--- src/core/btc_pkg.sv ---
/*
 * Shared constants and types for the backplane transfer cycle ends.
 * Assumes one 125 MHz clock and a synchronous active-high reset
 * common to both ends.
 */
package btc_pkg;
	// ********************************
	// widths and timing
	// ********************************
	localparam int ADDR_W = 32;
	localparam int DATA_W = 32;
	localparam int AM_W = 6;
	localparam int CLK_NS = 8;
	localparam int ADDR_SETUP_NS = 24;
	// least time: round up
	localparam logic [2:0] SETUP_CYC =
		3'((ADDR_SETUP_NS + CLK_NS - 1) / CLK_NS);
	localparam int BUS_TIMEOUT_NS = 64000;
	// longest time: round down
	localparam int BUS_TIMEOUT_CYC = BUS_TIMEOUT_NS / CLK_NS;
	localparam logic [11:0] MAX_BLOCK_BYTES = 12'h100;
	localparam logic [1:0] SIZE_3BYTE = 2'h2;
	localparam logic [AM_W-1:0] IACK_AM = 6'h00;
	localparam logic [AM_W-1:0] DEF_SLAVE_AM = 6'h0D;

	// ********************************
	// cycle types sent with the address
	// ********************************
	typedef enum logic [2:0] {
		CYC_SINGLE = 3'h0,
		CYC_BLOCK = 3'h1,
		CYC_RMW = 3'h2,
		CYC_AONLY = 3'h3,
		CYC_IACK = 3'h4
	} btc_cyc_t;
endpackage

--- src/core/btc_transfer_bus_if.sv ---
/*
 * The transfer bus between the initiating end and the responding end.
 * Assumes both ends sit on the same clock; the bench joins them.
 */
interface btc_transfer_bus_if;
	import btc_pkg::*;
	logic addr_strobe;
	logic [ADDR_W-1:0] addr;
	logic [AM_W-1:0] am;
	btc_cyc_t cyc;
	logic [1:0] size;
	logic write;
	logic data_strobe;
	logic [DATA_W-1:0] wdata;
	logic iack_chain;
	logic dtack;
	logic [DATA_W-1:0] rdata;
	logic irq;
	logic iack_chain_out;

	modport master (
		output addr_strobe, addr, am, cyc, size, write, data_strobe,
		output wdata, iack_chain,
		input dtack, rdata, irq, iack_chain_out
	);
	modport slave (
		input addr_strobe, addr, am, cyc, size, write, data_strobe,
		input wdata, iack_chain,
		output dtack, rdata, irq, iack_chain_out
	);
endinterface

--- src/core/btc_master_end.sv ---
/*
 * Initiating end: issues the transfer cycles, carries the bus timer,
 * acts as interrupt handler and drives the acknowledge chain.
 * Assumes bus ownership arrives as a grant level from outside.
 */
// Notes on behaviour
// - address broadcast, then zero or more transfers
// - slave decodes address and modifier to respond
// - read: slave fetches, drives data, then acknowledges
// - write: slave stores data before acknowledging
// - master ends each acknowledged cycle
// - block moves 1 to 256 bytes
// - master holds bus through whole block
// - address sent once, slave advances it
// - read-modify-write location locked between halves
// - address-only cycle never acknowledged
// - bus timer ends overlong transfers
// - handler acknowledges only pending request, owning bus
// - acknowledge chain driven from first slot
module btc_master_end #(
	parameter int BUS_TIMEOUT_CYC = btc_pkg::BUS_TIMEOUT_CYC,
	parameter int TW = $clog2(BUS_TIMEOUT_CYC + 1)
) (
	input wire logic mclk_i,
	input wire logic sys_rst_i,
	btc_transfer_bus_if.master bus,
	input wire logic bus_grant_i,
	input wire logic cmd_valid_i,
	output logic cmd_ready_o,
	input wire btc_pkg::btc_cyc_t cmd_cyc_i,
	input wire logic [btc_pkg::ADDR_W-1:0] cmd_addr_i,
	input wire logic [btc_pkg::AM_W-1:0] cmd_am_i,
	input wire logic [1:0] cmd_size_i,
	input wire logic cmd_wr_i,
	input wire logic [7:0] cmd_beats_i,
	input wire logic wd_valid_i,
	input wire logic [btc_pkg::DATA_W-1:0] wd_data_i,
	output logic wd_ready_o,
	output logic rd_valid_o,
	output logic vec_valid_o,
	output logic [btc_pkg::DATA_W-1:0] rd_data_o,
	output logic done_o,
	output logic timeout_o,
	output logic err_o,
	output logic busy_o
);
	import btc_pkg::*;

	typedef enum logic [2:0] {
		M_IDLE = 3'h0,
		M_SETUP = 3'h1,
		M_WAITWD = 3'h2,
		M_STROBE = 3'h3,
		M_RELEASE = 3'h4,
		M_END = 3'h5
	} btc_mstate_t;

	localparam logic [TW-1:0] T_LAST = TW'(BUS_TIMEOUT_CYC - 1);

	btc_mstate_t state;
	logic as_r;
	logic ds_r;
	logic [ADDR_W-1:0] addr_r;
	logic [AM_W-1:0] am_r;
	btc_cyc_t cyc_r;
	logic [1:0] size_r;
	logic wr_r;
	logic rmw_w;
	logic [7:0] left;
	logic [2:0] cnt;
	logic [TW-1:0] timer;
	logic [DATA_W-1:0] wdata_r;
	logic [DATA_W-1:0] rd_data;
	logic rd_valid;
	logic vec_valid;
	logic done;
	logic timeout;
	logic err;

	// ********************************
	// request decode
	// ********************************
	// interrupt acknowledge takes precedence over user commands
	wire start_iack = state == M_IDLE && bus_grant_i && bus.irq;
	wire cmd_take = cmd_valid_i && cmd_ready_o;
	wire [11:0] blk_bytes = (12'(cmd_beats_i) + 12'h1) *
		(12'(cmd_size_i) + 12'h1);
	wire blk_bad = cmd_cyc_i == CYC_BLOCK &&
		(cmd_size_i == SIZE_3BYTE || blk_bytes > MAX_BLOCK_BYTES);
	// user may not fake an acknowledge cycle
	wire cmd_bad = blk_bad || cmd_cyc_i == CYC_IACK;
	wire need_w = cyc_r == CYC_RMW ? rmw_w :
		(cyc_r == CYC_IACK ? 1'b0 : wr_r);
	wire wd_go = state == M_WAITWD && (!need_w || wd_valid_i);
	wire t_out = timer == T_LAST;

	assign cmd_ready_o = state == M_IDLE && bus_grant_i && !bus.irq;
	assign wd_ready_o = wd_go && need_w;
	assign busy_o = state != M_IDLE;

	// ********************************
	// bus drive
	// ********************************
	assign bus.addr_strobe = as_r;
	assign bus.addr = addr_r;
	assign bus.am = am_r;
	assign bus.cyc = cyc_r;
	assign bus.size = size_r;
	assign bus.write = need_w;
	assign bus.data_strobe = ds_r;
	assign bus.wdata = wdata_r;
	// chain starts here, ahead of every slot
	assign bus.iack_chain = as_r && ds_r && cyc_r == CYC_IACK;

	assign rd_valid_o = rd_valid;
	assign vec_valid_o = vec_valid;
	assign rd_data_o = rd_data;
	assign done_o = done;
	assign timeout_o = timeout;
	assign err_o = err;

	// ********************************
	// bus timer
	// ********************************
	// one count per transfer, restarted at every data strobe
	always_ff @(posedge mclk_i)
	begin
		if (sys_rst_i || wd_go)
			timer <= '0;
		else if ((state == M_STROBE || state == M_RELEASE) && !t_out)
			timer <= timer + TW'(1);
	end

	// ********************************
	// cycle sequencer
	// ********************************
	always_ff @(posedge mclk_i)
	begin
		if (sys_rst_i)
		begin
			state <= M_IDLE;
			as_r <= 1'b0;
			ds_r <= 1'b0;
			addr_r <= '0;
			am_r <= '0;
			cyc_r <= CYC_SINGLE;
			size_r <= 2'h0;
			wr_r <= 1'b0;
			rmw_w <= 1'b0;
			left <= 8'h00;
			cnt <= 3'h0;
			wdata_r <= '0;
			rd_data <= '0;
			rd_valid <= 1'b0;
			vec_valid <= 1'b0;
			done <= 1'b0;
			timeout <= 1'b0;
			err <= 1'b0;
		end
		else
		begin
			rd_valid <= 1'b0;
			vec_valid <= 1'b0;
			done <= 1'b0;
			timeout <= 1'b0;
			err <= 1'b0;
			unique case (state)
				M_IDLE:
				begin
					cnt <= 3'h0;
					rmw_w <= 1'b0;
					if (start_iack)
					begin
						// only with a request seen and the bus owned
						cyc_r <= CYC_IACK;
						addr_r <= '0;
						am_r <= IACK_AM;
						size_r <= 2'h3;
						wr_r <= 1'b0;
						left <= 8'h00;
						as_r <= 1'b1;
						state <= M_SETUP;
					end
					else if (cmd_take && cmd_bad)
						err <= 1'b1;
					else if (cmd_take)
					begin
						cyc_r <= cmd_cyc_i;
						addr_r <= cmd_addr_i;
						am_r <= cmd_am_i;
						size_r <= cmd_size_i;
						wr_r <= cmd_wr_i;
						left <= cmd_cyc_i == CYC_BLOCK ? cmd_beats_i : 8'h00;
						as_r <= 1'b1;
						state <= M_SETUP;
					end
				end
				M_SETUP:
					// hold the address before any data strobe
					if (cnt == SETUP_CYC - 3'h1)
						state <= cyc_r == CYC_AONLY ? M_END : M_WAITWD;
					else
						cnt <= cnt + 3'h1;
				M_WAITWD:
					if (wd_go)
					begin
						if (need_w)
							wdata_r <= wd_data_i;
						ds_r <= 1'b1;
						state <= M_STROBE;
					end
				M_STROBE:
					if (bus.dtack)
					begin
						if (!need_w)
							rd_data <= bus.rdata;
						rd_valid <= !need_w && cyc_r != CYC_IACK;
						vec_valid <= cyc_r == CYC_IACK;
						ds_r <= 1'b0;
						state <= M_RELEASE;
					end
					else if (t_out)
					begin
						ds_r <= 1'b0;
						timeout <= 1'b1;
						state <= M_END;
					end
				M_RELEASE:
					if (!bus.dtack)
					begin
						// address strobe stays up: no other master
						if (cyc_r == CYC_RMW && !rmw_w)
						begin
							rmw_w <= 1'b1;
							state <= M_WAITWD;
						end
						else if (left != 8'h00)
						begin
							left <= left - 8'h01;
							state <= M_WAITWD;
						end
						else
							state <= M_END;
					end
					else if (t_out)
					begin
						timeout <= 1'b1;
						state <= M_END;
					end
				M_END:
				begin
					as_r <= 1'b0;
					done <= 1'b1;
					state <= M_IDLE;
				end
				default:
					state <= M_IDLE;
			endcase
		end
	end
endmodule

--- src/flat_wrapper.sv ---
// flat-port wrapper written by rule: the top's interface ports become plain ports
module btc_master_end_flat import btc_pkg::*;
#(
	parameter int BUS_TIMEOUT_CYC = btc_pkg::BUS_TIMEOUT_CYC,
	parameter int TW = $clog2(BUS_TIMEOUT_CYC + 1)
)
  (mclk_i, sys_rst_i, bus_grant_i, cmd_valid_i, cmd_ready_o, cmd_cyc_i, cmd_addr_i, cmd_am_i, cmd_size_i, cmd_wr_i, cmd_beats_i, wd_valid_i, wd_data_i, wd_ready_o, rd_valid_o, vec_valid_o, rd_data_o, done_o, timeout_o, err_o, busy_o, bus_addr_strobe, bus_addr, bus_am, bus_cyc, bus_size, bus_write, bus_data_strobe, bus_wdata, bus_iack_chain, bus_dtack, bus_rdata, bus_irq, bus_iack_chain_out);
  btc_transfer_bus_if bus_i ();
  input wire logic mclk_i;
  input wire logic sys_rst_i;
  input wire logic bus_grant_i;
  input wire logic cmd_valid_i;
  output logic cmd_ready_o;
  input wire btc_pkg::btc_cyc_t cmd_cyc_i;
  input wire logic [btc_pkg::ADDR_W-1:0] cmd_addr_i;
  input wire logic [btc_pkg::AM_W-1:0] cmd_am_i;
  input wire logic [1:0] cmd_size_i;
  input wire logic cmd_wr_i;
  input wire logic [7:0] cmd_beats_i;
  input wire logic wd_valid_i;
  input wire logic [btc_pkg::DATA_W-1:0] wd_data_i;
  output logic wd_ready_o;
  output logic rd_valid_o;
  output logic vec_valid_o;
  output logic [btc_pkg::DATA_W-1:0] rd_data_o;
  output logic done_o;
  output logic timeout_o;
  output logic err_o;
  output logic busy_o;
  output wire logic [$bits(bus_i.addr_strobe)-1:0] bus_addr_strobe;
  output wire logic [$bits(bus_i.addr)-1:0] bus_addr;
  output wire logic [$bits(bus_i.am)-1:0] bus_am;
  output wire logic [$bits(bus_i.cyc)-1:0] bus_cyc;
  output wire logic [$bits(bus_i.size)-1:0] bus_size;
  output wire logic [$bits(bus_i.write)-1:0] bus_write;
  output wire logic [$bits(bus_i.data_strobe)-1:0] bus_data_strobe;
  output wire logic [$bits(bus_i.wdata)-1:0] bus_wdata;
  output wire logic [$bits(bus_i.iack_chain)-1:0] bus_iack_chain;
  input wire logic [$bits(bus_i.dtack)-1:0] bus_dtack;
  input wire logic [$bits(bus_i.rdata)-1:0] bus_rdata;
  input wire logic [$bits(bus_i.irq)-1:0] bus_irq;
  input wire logic [$bits(bus_i.iack_chain_out)-1:0] bus_iack_chain_out;
  assign bus_addr_strobe = bus_i.addr_strobe;
  assign bus_addr = bus_i.addr;
  assign bus_am = bus_i.am;
  assign bus_cyc = bus_i.cyc;
  assign bus_size = bus_i.size;
  assign bus_write = bus_i.write;
  assign bus_data_strobe = bus_i.data_strobe;
  assign bus_wdata = bus_i.wdata;
  assign bus_iack_chain = bus_i.iack_chain;
  assign bus_i.dtack = bus_dtack;
  assign bus_i.rdata = bus_rdata;
  assign bus_i.irq = bus_irq;
  assign bus_i.iack_chain_out = bus_iack_chain_out;
  btc_master_end #(.BUS_TIMEOUT_CYC(BUS_TIMEOUT_CYC), .TW(TW)) u_core (.mclk_i(mclk_i), .sys_rst_i(sys_rst_i), .bus(bus_i), .bus_grant_i(bus_grant_i), .cmd_valid_i(cmd_valid_i), .cmd_ready_o(cmd_ready_o), .cmd_cyc_i(cmd_cyc_i), .cmd_addr_i(cmd_addr_i), .cmd_am_i(cmd_am_i), .cmd_size_i(cmd_size_i), .cmd_wr_i(cmd_wr_i), .cmd_beats_i(cmd_beats_i), .wd_valid_i(wd_valid_i), .wd_data_i(wd_data_i), .wd_ready_o(wd_ready_o), .rd_valid_o(rd_valid_o), .vec_valid_o(vec_valid_o), .rd_data_o(rd_data_o), .done_o(done_o), .timeout_o(timeout_o), .err_o(err_o), .busy_o(busy_o));
endmodule
--- config.mk ---
export PLATFORM = sky130hd
export DESIGN_NAME = btc_master_end_flat
export DESIGN_NICKNAME = d
export VERILOG_FILES = /design/src/core/btc_pkg.sv /design/src/core/btc_transfer_bus_if.sv /design/src/core/btc_master_end.sv /design/src/flat_wrapper.sv
export SDC_FILE = /design/constraint.sdc
export NUM_CORES = 1
export LEC_CHECK = 0
export BUFFER_PORTS_ARGS = -buffer_cell sky130_fd_sc_hd__buf_2
export CORE_ASPECT_RATIO = 0.9
export CORE_MARGIN = 2
export CORE_UTILIZATION = 40
export CTS_CLUSTER_SIZE = 14
export DETAILED_ROUTE_END_ITERATION = 7
export PLACE_DENSITY = 0.74
export REMOVE_ABC_BUFFERS = 1
export SYNTH_ARGS = -nofsm -noshare
export SYNTH_HDL_FRONTEND = slang
export SYNTH_SLANG_ARGS = --single-unit
--- constraint.sdc ---
create_clock -name mclk_i -period 7.11 [get_ports mclk_i]
set_input_delay 1.7775 -clock mclk_i [delete_from_list [all_inputs] [get_ports mclk_i]]
set_output_delay 1.7775 -clock mclk_i [all_outputs]
set_load 0.01 [all_outputs]
==> results of run 1 <==
==> final cells by class <==
cell class,count,area [µm²],share of cell area
sequential,143,2860,0.335
timing repair buffer,249,1280,0.150
multi-input combinational,583,3440,0.403
clock inverter,14,136,0.0160
inverter,30,113,0.0132
tap,207,259,0.0304
antenna,2,5.00,0.000587
clock buffer,18,439,0.0515
==> stage by stage <==
| step | cells | setup WS, ns | power [mW] | area, µm² |
|---|---|---|---|---|
| floorplan | 756 | -0.567 | 1.13 | 6380 |
| global placement | 1212 | 0.663 | 1.29 | 7950 |
| detailed placement | 1212 | 0.620 | 1.30 | 7950 |
| CTS | 1244 | 1.06 | 2.16 | 8530 |
| global route | 1245 | 0.841 | 2.25 | 8530 |
| finish | 1246 | 1.02 | 2.14 | 8530 |
==> layout by cell type (no fill, tap or decap), drive strengths merged, types with 2 or more instances in the layout <==
cell     synthesis  final
inv             30     39
nor2            76     76
a21oi          100    100
or4              4      4
nand4            5      5
fa               8      8
o211ai           2      2
nor3            21     21
diode            0      2
dfxtp          143    143
ha              18     18
xor2            12     12
a211oi           8      8
clkinv           0      4
a32oi            3      3
nor3b            4      4
or2             12     12
buf              8    249
clkbuf          34     18
nand3           51     51
or3b             2      2
o21ai            9      9
xnor2           11     11
and2             3      3
a21o             3      3
nor4             5      5
o31ai            3      3
nand2b          14     14
nor2b            6      6
o2111ai          2      2
and3             9      9
mux2i           33     33
a31oi            4      4
a221oi           2      2
nand2          134    134
o41ai            2      2
==> critical path, delay by kind of cell <==
family / cells / cell delay [ns]
buffers and inverters: 4 / 0.70
AO/OA/AOI/OAI: 3 / 0.89
adder cells (fa/ha/maj): 3 / 1.10
AND/OR/NAND/NOR: 5 / 1.87
==> state kept, by name (all words and copies together), names as in the netlist <==
name	count
u_core.rd_valid_o	1
u_core.timeout_o	1
u_core.bus.data_strobe	1
u_core.bus.cyc	3
u_core.bus.wdata	32
u_core.cnt	3
u_core.bus.size	2
u_core.bus.addr_strobe	1
u_core.state	3
u_core.rmw_w	1
u_core.rd_data_o	32
u_core.vec_valid_o	1
u_core.left	8
u_core.err_o	1
u_core.bus.am	6
u_core.bus.addr	32
u_core.wr_r	1
u_core.timer	13
u_core.done_o	1
==> metal layers <==
metal	wire (µm)	vias up	global-route usage
met5	0	-	0
met4	328	0	0.0665
met3	949	21	0.0425
met2	8650	203	0.343
met1	7970	2903	0.256
li1	-	3198	-
==> worst min path at each step <==
stage / start / endpoint / slack [ns]
finish: u_core.rd_data_o[17] / u_core.rd_data_o[17] / 0.45
global route: u_core.rd_data_o[12] / u_core.rd_data_o[12] / 0.47
CTS: u_core.rd_data_o[3] / u_core.rd_data_o[3] / 0.45
detailed placement: u_core.rd_data_o[13] / u_core.rd_data_o[13] / 0.44
global placement: u_core.rd_data_o[31] / u_core.rd_data_o[31] / 0.44
floorplan: u_core.cnt[0] / u_core.cnt[0] / 0.45
==> power by group <==
part	switching, mW	leakage (nW)	internal, mW
clock	0.387	0.281	0.473
sequential	0.0395	1.16	0.841
combinational	0.247	2.62	0.156
total	0.674	4.06	1.47
==> cell families (layout without fill, tap and decap cells) <==
logic type,Yosys count,after routing
buffers and inverters,72,311
adder cells (fa/ha/maj),26,26
XOR/XNOR,23,23
AND/OR/NAND/NOR,351,351
AO/OA/AOI/OAI,150,150
other,0,2
multiplexers,33,33
flip-flops,143,143
==> impl_metrics.csv, run 1 <==
group,metric,value,unit
clocking,cts_resized,0,
timing,fin_tns_setup,0,ns
place,place.gp.congestion,0.861,
yosys,yosysWarnings,0,
setup_path,crit_type,"primary input to flip-flop",
clocking,htree_levels,4,
yosys,netlist-cell-type-count,53,
timing,final-hold-violation-count,0,
min_path,worst_hold_path_type,"flip-flop to flip-flop",
clocking,clock_tree.buffer_depth,2,
clocking,clk_pin_slew,0.06,ns
die,die_y,126,µm
drt,drcViolationCount,0,
outcome,status,"complete, no violations",
timing,slew_headroom,0.308,
layout,fraction_of_layout_instances_using_a_drive_strength_above_1,0.290,
min_path,worst_hold_path.num_cells,2,
timing,fmax,0.164,GHz
setup_path,slowest_stage_cell_crit_path,"sky130_fd_sc_hd__or4_1",
setup_path,r2r-start,"u_core.state[1]",
die,core_area,0.0161,mm²
pwr,total_power_per_unit_cell_area,251,mW/mm²
drt,avgRoutedWirePerCell,14.4,µm
timing,whs,0.453,ns
grt,grt_util_all_layers,0.202,
setup_path,timing.reg2reg.worst_path_depth,8,
drt,routed_via_density,5.08,
yosys,synth_simple_gate_area_frac,0.244,
yosys,ys_seq_elements,143,
yosys,ys_seq_area_frac,0.436,
setup_path,critical_path.startpoint_type,"primary input",
setup_path,worstPathCellList,"buf_2, inv_1, ha_1, or2_2, fa_1, inv_1, ha_1, or4_1, or4_1, or4_1, a32oi_1, o311ai_4, buf_4, nand3_1, a21oi_1",
timing,timing.clock.skew,0.0121,ns
setup_path,r2r_end,"u_core.bus.addr[4]",
grt,gr-total-overflow,0,
yosys,leading_register_cell_type_out_of_synthesis,"sky130_fd_sc_hd__dfxtp_1",
clocking,setup_bufs_post_cts,0,
drt,first_pass_iters,6,
layout,final_net_count,1174,
layout,fin_util,0.529,
setup_path,timing.critical_path.arrival,6.35,ns
setup_path,r2r_setup_slack,4.21,ns
grt,grt_pass1_wl,29.0,mm
setup_path,setup.worst_path.end,"u_core.bus.addr[4]",
yosys,yosys-top-cells-area,"sky130_fd_sc_hd__dfxtp_1 44%, sky130_fd_sc_hd__nand2_1 7.7%, sky130_fd_sc_hd__a21oi_1 7.6%",
yosys,synth_xor_xnor_area_share,0.0307,
yosys,synth_fa_ha_area_frac,0.0586,
layout,area_delta_synth_final,29.9,%
setup_path,max_stage_delay,0.52,ns
drt,detail-route-antenna-nets,0,
yosys,synth-edff-count,0,
layout,n_fill_cell,1525,
clocking,latest_clock_arrival_within_the_worst_skew_pair,0.43,ns
die,chipWidth,139,µm
die,floorplan.rows,44,
yosys,syn_inst,798,
die,die_area,0.0175,mm²
setup_path,critPathLaunch,"cmd_size_i[0]",
drt,route.final.wire_length,17.9,mm
drt,routed-via-count,6325,
setup_path,critPathMostFrequentCell,"sky130_fd_sc_hd__or4_1",
yosys,syn-cell-area,0.00657,mm²
clocking,cts_tree,"built",
clocking,hold_buffers,0,
place,dp.final_hpwl,12.9,mm
yosys,synth.avg_cell_area,8.23,µm²
setup_path,critPathMaxFanout,27,
die,floorplan.initialDensity,0.407,
place,port_buffers,241,
clocking,numClockSinks,143,
drt,drt_iter0_markers,315,
timing,final-max-slew-violation-count,0,
yosys,post-synth-top-count-cell,"sky130_fd_sc_hd__dfxtp_1",
timing,grt_setup_unrepaired,"no",
yosys,post_synth_most_frequent_cells,"143 x sky130_fd_sc_hd__dfxtp_1, 134 x sky130_fd_sc_hd__nand2_1, 100 x sky130_fd_sc_hd__a21oi_1",
yosys,synth.largest_area_cell,"sky130_fd_sc_hd__dfxtp_1",
yosys,synthMuxAreaShare,0.0503,
pwr,power.ir.vdd_worst,0.000203,V
yosys,synth_top_family_by_area,"simple AND/OR/NAND/NOR gates",
setup_path,critical_path.endpoint_type,"flip-flop",
grt,grt_max_degree,94,
grt,antenna_found_initial,1,
setup_path,worst-endpoint-required,7.37,ns
die,floorplan.io_pins,243,
clocking,root_buffer,"sky130_fd_sc_hd__clkbuf_16",
yosys,synth_compound_area_frac,0.135,
pwr,p_leak,4.06,nW
timing,max_slew.worst_pin.slew,1.04,ns
clocking,cts-buffers-inserted,17,
timing,layout_worst_path_cycle_share,0.856,
timing,post-route-min-period,6.09,ns
grt,number_of_global_route_vias_before_repair,5898,
flow_run,max_cap_violations,0,
yosys,synth_top_cell_area_share,0.436,
yosys,synth-async-reset-ratio,0,
timing,final-setup-viol-count,0,
No activity file was read; power rests on OpenSTA's default activity.
==> run 2, diff against run 1 <==
--- a/config.mk
+++ b/config.mk
@@ -8,2 +8,3 @@
 export BUFFER_PORTS_ARGS = -buffer_cell sky130_fd_sc_hd__buf_2
+export CAP_MARGIN = 25
 export CORE_ASPECT_RATIO = 0.9
==> constraint.sdc (replaced) <==
create_clock -name mclk_i -period 7.11 [get_ports mclk_i]
set_input_delay 1.422 -clock mclk_i [delete_from_list [all_inputs] [get_ports mclk_i]]
set_output_delay 1.422 -clock mclk_i [all_outputs]
set_load 0.01 [all_outputs]
==> impl_metrics.csv, run 2 (synthesis gave the netlist of run 1 again) <==
group,metric,value,unit
setup_path,r2r-start,"u_core.state[1]",
clocking,clock_tree.buffer_depth,2,
setup_path,max_stage_delay,0.53,ns
drt,route.final.wire_length,17.6,mm
layout,final_net_count,1174,
drt,avgRoutedWirePerCell,14.2,µm
drt,routed_via_density,5.08,
pwr,power.ir.vdd_worst,0.000209,V
layout,fin_util,0.528,
clocking,numClockSinks,143,
timing,layout_worst_path_cycle_share,0.808,
grt,gr-total-overflow,0,
setup_path,setup.worst_path.end,"u_core.bus.addr[26]",
layout,most-common-layout-cells,"240 x sky130_fd_sc_hd__buf_2, 143 x sky130_fd_sc_hd__dfxtp_1, 134 x sky130_fd_sc_hd__nand2_1",
setup_path,critical_path.startpoint_type,"primary input",
timing,fmax,0.174,GHz
timing,final-setup-viol-count,0,
setup_path,r2r_end,"u_core.bus.addr[26]",
pwr,p_leak,4.05,nW
setup_path,timing.critical_path.arrival,6.09,ns
pwr,power.net_switching,0.667,mW
pwr,internal_power_consumption,1.47,mW
die,floorplan.initialDensity,0.407,
layout,fraction_of_layout_instances_using_a_drive_strength_above_1,0.290,
clocking,htree_levels,4,
drt,detail-route-antenna-nets,0,
setup_path,worstPathCellList,"buf_2, inv_1, ha_1, or2_2, fa_1, inv_1, ha_1, or4_1, or4_1, or4_1, a32oi_1, o311a_2, buf_4, nand2_1, a21oi_1",
setup_path,r2r_setup_slack,4.25,ns
drt,drcViolationCount,0,
die,die_area,0.0175,mm²
timing,grt_setup_unrepaired,"no",
place,port_buffers,241,
grt,antenna_found_initial,0,
clocking,latest_clock_arrival_within_the_worst_skew_pair,0.43,ns
setup_path,slowest_stage_cell_crit_path,"sky130_fd_sc_hd__or4_1",
outcome,status,"complete, no violations",
timing,final-max-slew-violation-count,0,
layout,n_fill_cell,1539,
drt,drt_iter0_markers,297,
flow_run,max_cap_violations,0,
grt,number_of_global_route_vias_before_repair,5895,
setup_path,critPathMaxFanout,20,
place,area_of_placed_instances,0.00794,mm²
die,floorplan.rows,44,
clocking,cts-buffers-inserted,17,
pwr,share_seq_of_total_power,0.411,
layout,area_delta_synth_final,29.6,%
clocking,root_buffer,"sky130_fd_sc_hd__clkbuf_16",
setup_path,worst-endpoint-required,7.46,ns
pwr,power_switching_share,0.312,
timing,max_slew.worst_pin.slew,1.00,ns
clocking,setup_bufs_post_cts,0,
drt,routed-via-count,6314,
grt,grt_util_all_layers,0.200,
pwr,comb_power_share,0.187,
layout,insertedDiodeCount,0,
grt,grt_pass1_wl,28.6,mm
setup_path,critical_path.endpoint_type,"flip-flop",
clocking,clk_pin_slew,0.06,ns
pwr,fin_total_pwr,2.14,mW
layout,layout_commonest_cell,"sky130_fd_sc_hd__buf_2",
timing,timing.clock.skew,0.0167,ns
setup_path,timing.reg2reg.worst_path_depth,8,
die,die_y,126,µm
setup_path,crit_type,"primary input to flip-flop",
drt,first_pass_iters,5,
pwr,power.share.clock,0.402,
die,core_area,0.0161,mm²
clocking,hold_buffers,0,
place,place.gp.congestion,0.851,
die,floorplan.io_pins,243,
min_path,worst_hold_path_type,"flip-flop to flip-flop",
die,chipWidth,139,µm
clocking,cts_tree,"built",
setup_path,critPathMostFrequentCell,"sky130_fd_sc_hd__or4_1",
grt,grt_max_degree,94,
clocking,cts_resized,0,
timing,final-hold-violation-count,0,
setup_path,critPathLaunch,"cmd_size_i[0]",
timing,post-route-min-period,5.75,ns
timing,slew_headroom,0.332,
layout,design_area,0.00852,mm²
pwr,total_power_per_unit_cell_area,251,mW/mm²
place,dp.final_hpwl,12.8,mm
place,post-place-cells,1212,
layout,final_cell_count_no_fill,1244,
-- run 2: how the worst min path moves through the flow --
stage                          from                    to  slack [ns]  cells after the start
3_5_place_dp   u_core.rd_data_o[19]  u_core.rd_data_o[19]        0.44                      2
5_1_grt        u_core.rd_data_o[26]  u_core.rd_data_o[26]        0.47                      2
6_report       u_core.rd_data_o[10]  u_core.rd_data_o[10]        0.45                      2
2_1_floorplan         u_core.cnt[0]         u_core.cnt[0]        0.45                      2
4_1_cts         u_core.rd_data_o[8]   u_core.rd_data_o[8]        0.45                      2
3_3_place_gp   u_core.rd_data_o[31]  u_core.rd_data_o[31]        0.44                      2
-- run 2: power groups by stage --
stage / Sequential [mW] / Combinational [mW] / Clock, mW
final: 0.878 / 0.399 / 0.859
after global routing: 0.884 / 0.451 / 0.920
after detailed placement: 0.895 / 0.398 / 0
after global placement: 0.895 / 0.394 / 0
after floorplan: 0.900 / 0.233 / 0
after CTS: 0.878 / 0.400 / 0.879
-- run 2: per-layer routing --
layer | track usage | vias to the layer above | wire length (µm)
met1 | 0.254 | 2869 | 7770
met5 | 0 | - | 0
met3 | 0.0490 | 23 | 1100
met2 | 0.335 | 223 | 8360
met4 | 0.0642 | 0 | 382
li1 | - | 3199 | -
-- run 2: stage by stage --
stage	worst slack (ns)	TNS, ns	hold WS [ns]
after floorplan	-0.211	-0.912	0.455
after CTS	1.36	0	0.453
after global placement	1.00	0	0.439
final	1.36	0	0.451
after global routing	1.07	0	0.472
after detailed placement	0.920	0	0.444
-- run 2: cell type report --
cell class,instances,area [µm²],area share
clock inverters,14,138,0.0162
inverters,30,113,0.0132
clock buffers,18,439,0.0516
flip-flops and latches,143,2860,0.336
well taps,207,259,0.0304
repair buffers,249,1270,0.149
multi-input cells,583,3440,0.404
-- run 2: worst max-delay path, delay by kind of cell --
| kind | cells | cell delay (ns) |
|---|---|---|
| buf+inv | 4 | 0.65 |
| compound gates | 3 | 1.06 |
| fa+ha+maj | 3 | 1.10 |
| simple gates | 5 | 1.86 |
==> run 3, diff against run 2 <==
- PLACE_DENSITY: 0.74 -> 0.77
- clock period: 7.11 -> 4.8 ns (I/O delays scaled with it)
==> impl_metrics.csv, run 3 (synthesis gave the netlist of run 1 again) <==
group,metric,value,unit
layout,ff_latch_area,0.00286,mm²
clocking,clock_tree.buffer_depth,2,
drt,routed_via_density,5.13,
clocking,root_buffer,"sky130_fd_sc_hd__clkbuf_16",
drt,avgRoutedWirePerCell,14.7,µm
layout,most-common-layout-cells,"240 x sky130_fd_sc_hd__buf_2, 143 x sky130_fd_sc_hd__dfxtp_1, 133 x sky130_fd_sc_hd__nand2_1",
drt,detail-route-antenna-nets,0,
die,floorplan.rows,44,
setup_path,critical_path.startpoint_type,"primary input",
clocking,htree_levels,4,
clocking,cts-buffers-inserted,17,
setup_path,critPathMaxFanout,4,
grt,number_of_global_route_vias_before_repair,5940,
timing,layout_worst_path_cycle_share,0.987,
pwr,fin_total_pwr,3.23,mW
grt,grt_util_all_layers,0.201,
drt,first_pass_iters,5,
setup_path,crit_type,"primary input to flip-flop",
pwr,power_switching_share,0.314,
clocking,hold_buffers,0,
layout,area_delta_synth_final,38.6,%
setup_path,worst-endpoint-required,5.05,ns
pwr,p_leak,4.32,nW
pwr,power.share.clock,0.381,
layout,layout_commonest_cell,"sky130_fd_sc_hd__buf_2",
clocking,clk_pin_slew,0.07,ns
die,chipWidth,139,µm
drt,drcViolationCount,0,
place,area_of_placed_instances,0.00820,mm²
clocking,numClockSinks,143,
timing,fmax,0.211,GHz
pwr,comb_power_share,0.216,
setup_path,critPathMostFrequentCell,"sky130_fd_sc_hd__or4_4",
pwr,internal_power_consumption,2.22,mW
die,floorplan.io_pins,243,
pwr,power.ir.vdd_worst,0.000358,V
timing,post-route-min-period,4.74,ns
clocking,cts_tree,"built",
setup_path,max_stage_delay,0.53,ns
grt,grt_pass1_wl,29.0,mm
die,core_area,0.0161,mm²
setup_path,worstPathCellList,"buf_2, ha_2, nand3_2, nor2_4, xnor2_2, nand2b_1, fa_1, inv_1, ha_1, or4_4, or4_4, or4_4, a32oi_2, buf_4, buf_12, o311ai_4, buf_6, a21oi_4, o32ai_1",
layout,multiInputGateArea,0.00361,mm²
timing,fin_tns_setup,0,ns
layout,fin_util,0.565,
min_path,worst_hold_path_type,"flip-flop to flip-flop",
place,placement.setup.worst_slack,-0.370,ns
place,post-place-cells,1245,
setup_path,slowest_stage_cell_crit_path,"sky130_fd_sc_hd__fa_1",
drt,routed-via-count,6613,
die,floorplan.initialDensity,0.407,
pwr,power.net_switching,1.01,mW
place,dp.final_hpwl,13.1,mm
place,place.gp.congestion,0.839,
flow_run,max_cap_violations,0,
layout,final_net_count,1218,
die,die_area,0.0175,mm²
grt,gr-total-overflow,0,
drt,route.final.wire_length,19.0,mm
layout,final_cell_count_no_fill,1289,
pwr,total_power_per_unit_cell_area,355,mW/mm²
timing,timing.clock.skew,0.0114,ns
timing,max_slew.worst_pin.slew,1.02,ns
drt,drt_iter0_markers,414,
layout,design_area,0.00911,mm²
die,die_y,126,µm
timing,whs,0.451,ns
place,port_buffers,241,
setup_path,critical_path.endpoint_type,"flip-flop",
layout,n_fill_cell,1460,
layout,fraction_of_layout_instances_using_a_drive_strength_above_1,0.338,
timing,worst_slack,0.0636,ns
setup_path,timing.critical_path.arrival,4.99,ns
timing,final-max-slew-violation-count,0,
grt,antenna_found_initial,1,
grt,grt_max_degree,91,
timing,final-setup-viol-count,0,
timing,slew_headroom,0.320,
timing,final-hold-violation-count,0,
pwr,share_seq_of_total_power,0.403,
outcome,status,"complete, no violations",
clocking,latest_clock_arrival_within_the_worst_skew_pair,0.41,ns
[run 3: cell types whose count changed in the layout (fill, tap and decap cells not counted), sizes merged]
cell	change
buf	+40
clkinvlp	+3
inv	-3
clkbuf	+2
clkinv	+1
diode	+1
o311ai	+1
[run 3: power by group through the flow]
stage | Combinational [mW] | Sequential, mW | Clock [mW]
after CTS | 0.631 | 1.30 | 1.25
final | 0.698 | 1.30 | 1.23
after global placement | 0.616 | 1.32 | 0
after detailed placement | 0.626 | 1.33 | 0
after floorplan | 0.346 | 1.33 | 0
after global routing | 0.770 | 1.31 | 1.31
[run 3: what timing repair did]
item / 4_1_cts / 5_1_grt
endpoints found under the setup margin: 0 / 55
gates resized for setup: 0 / 31
setup buffers: 0 / 4
[run 3: final cells by class]
class | count | share of cell area
flip-flops and latches | 143 | 0.314
multi-input cells | 584 | 0.396
repair buffers | 292 | 0.187
inverters | 30 | 0.0124
well taps | 207 | 0.0284
clock buffers | 17 | 0.0467
diodes | 1 | 0.000275
clock inverters | 15 | 0.0144
[run 3: worst max-delay path: cells and delay by family]
kind / cells / cell delay (ns)
AOI/OAI and AO/OA: 4 / 0.61
and+or+nand+nor: 6 / 1.82
xor gates and xnor gates: 1 / 0.08
adders and majority gates: 3 / 0.89
buffers and inverters: 5 / 0.62
[run 3: layer usage]
layer	global-route usage	wire, µm	vias to the layer above
li1	-	-	3283
met1	0.254	8040	3071
met2	0.340	9540	234
met3	0.0513	1130	23
met4	0.0582	285	2
met5	0	13	-
[run 3: worst paths after layout]
check	start	slack, ns	cells past startpoint	end
setup / recovery	cmd_beats_i[1]	0.06	19	u_core.left[2]
hold / removal	u_core.rd_data_o[1]	0.45	2	u_core.rd_data_o[1]
setup reg to reg	u_core.state[1]	1.98	8	u_core.bus.addr[22]
hold reg to reg	u_core.rd_data_o[1]	0.45	2	u_core.rd_data_o[1]
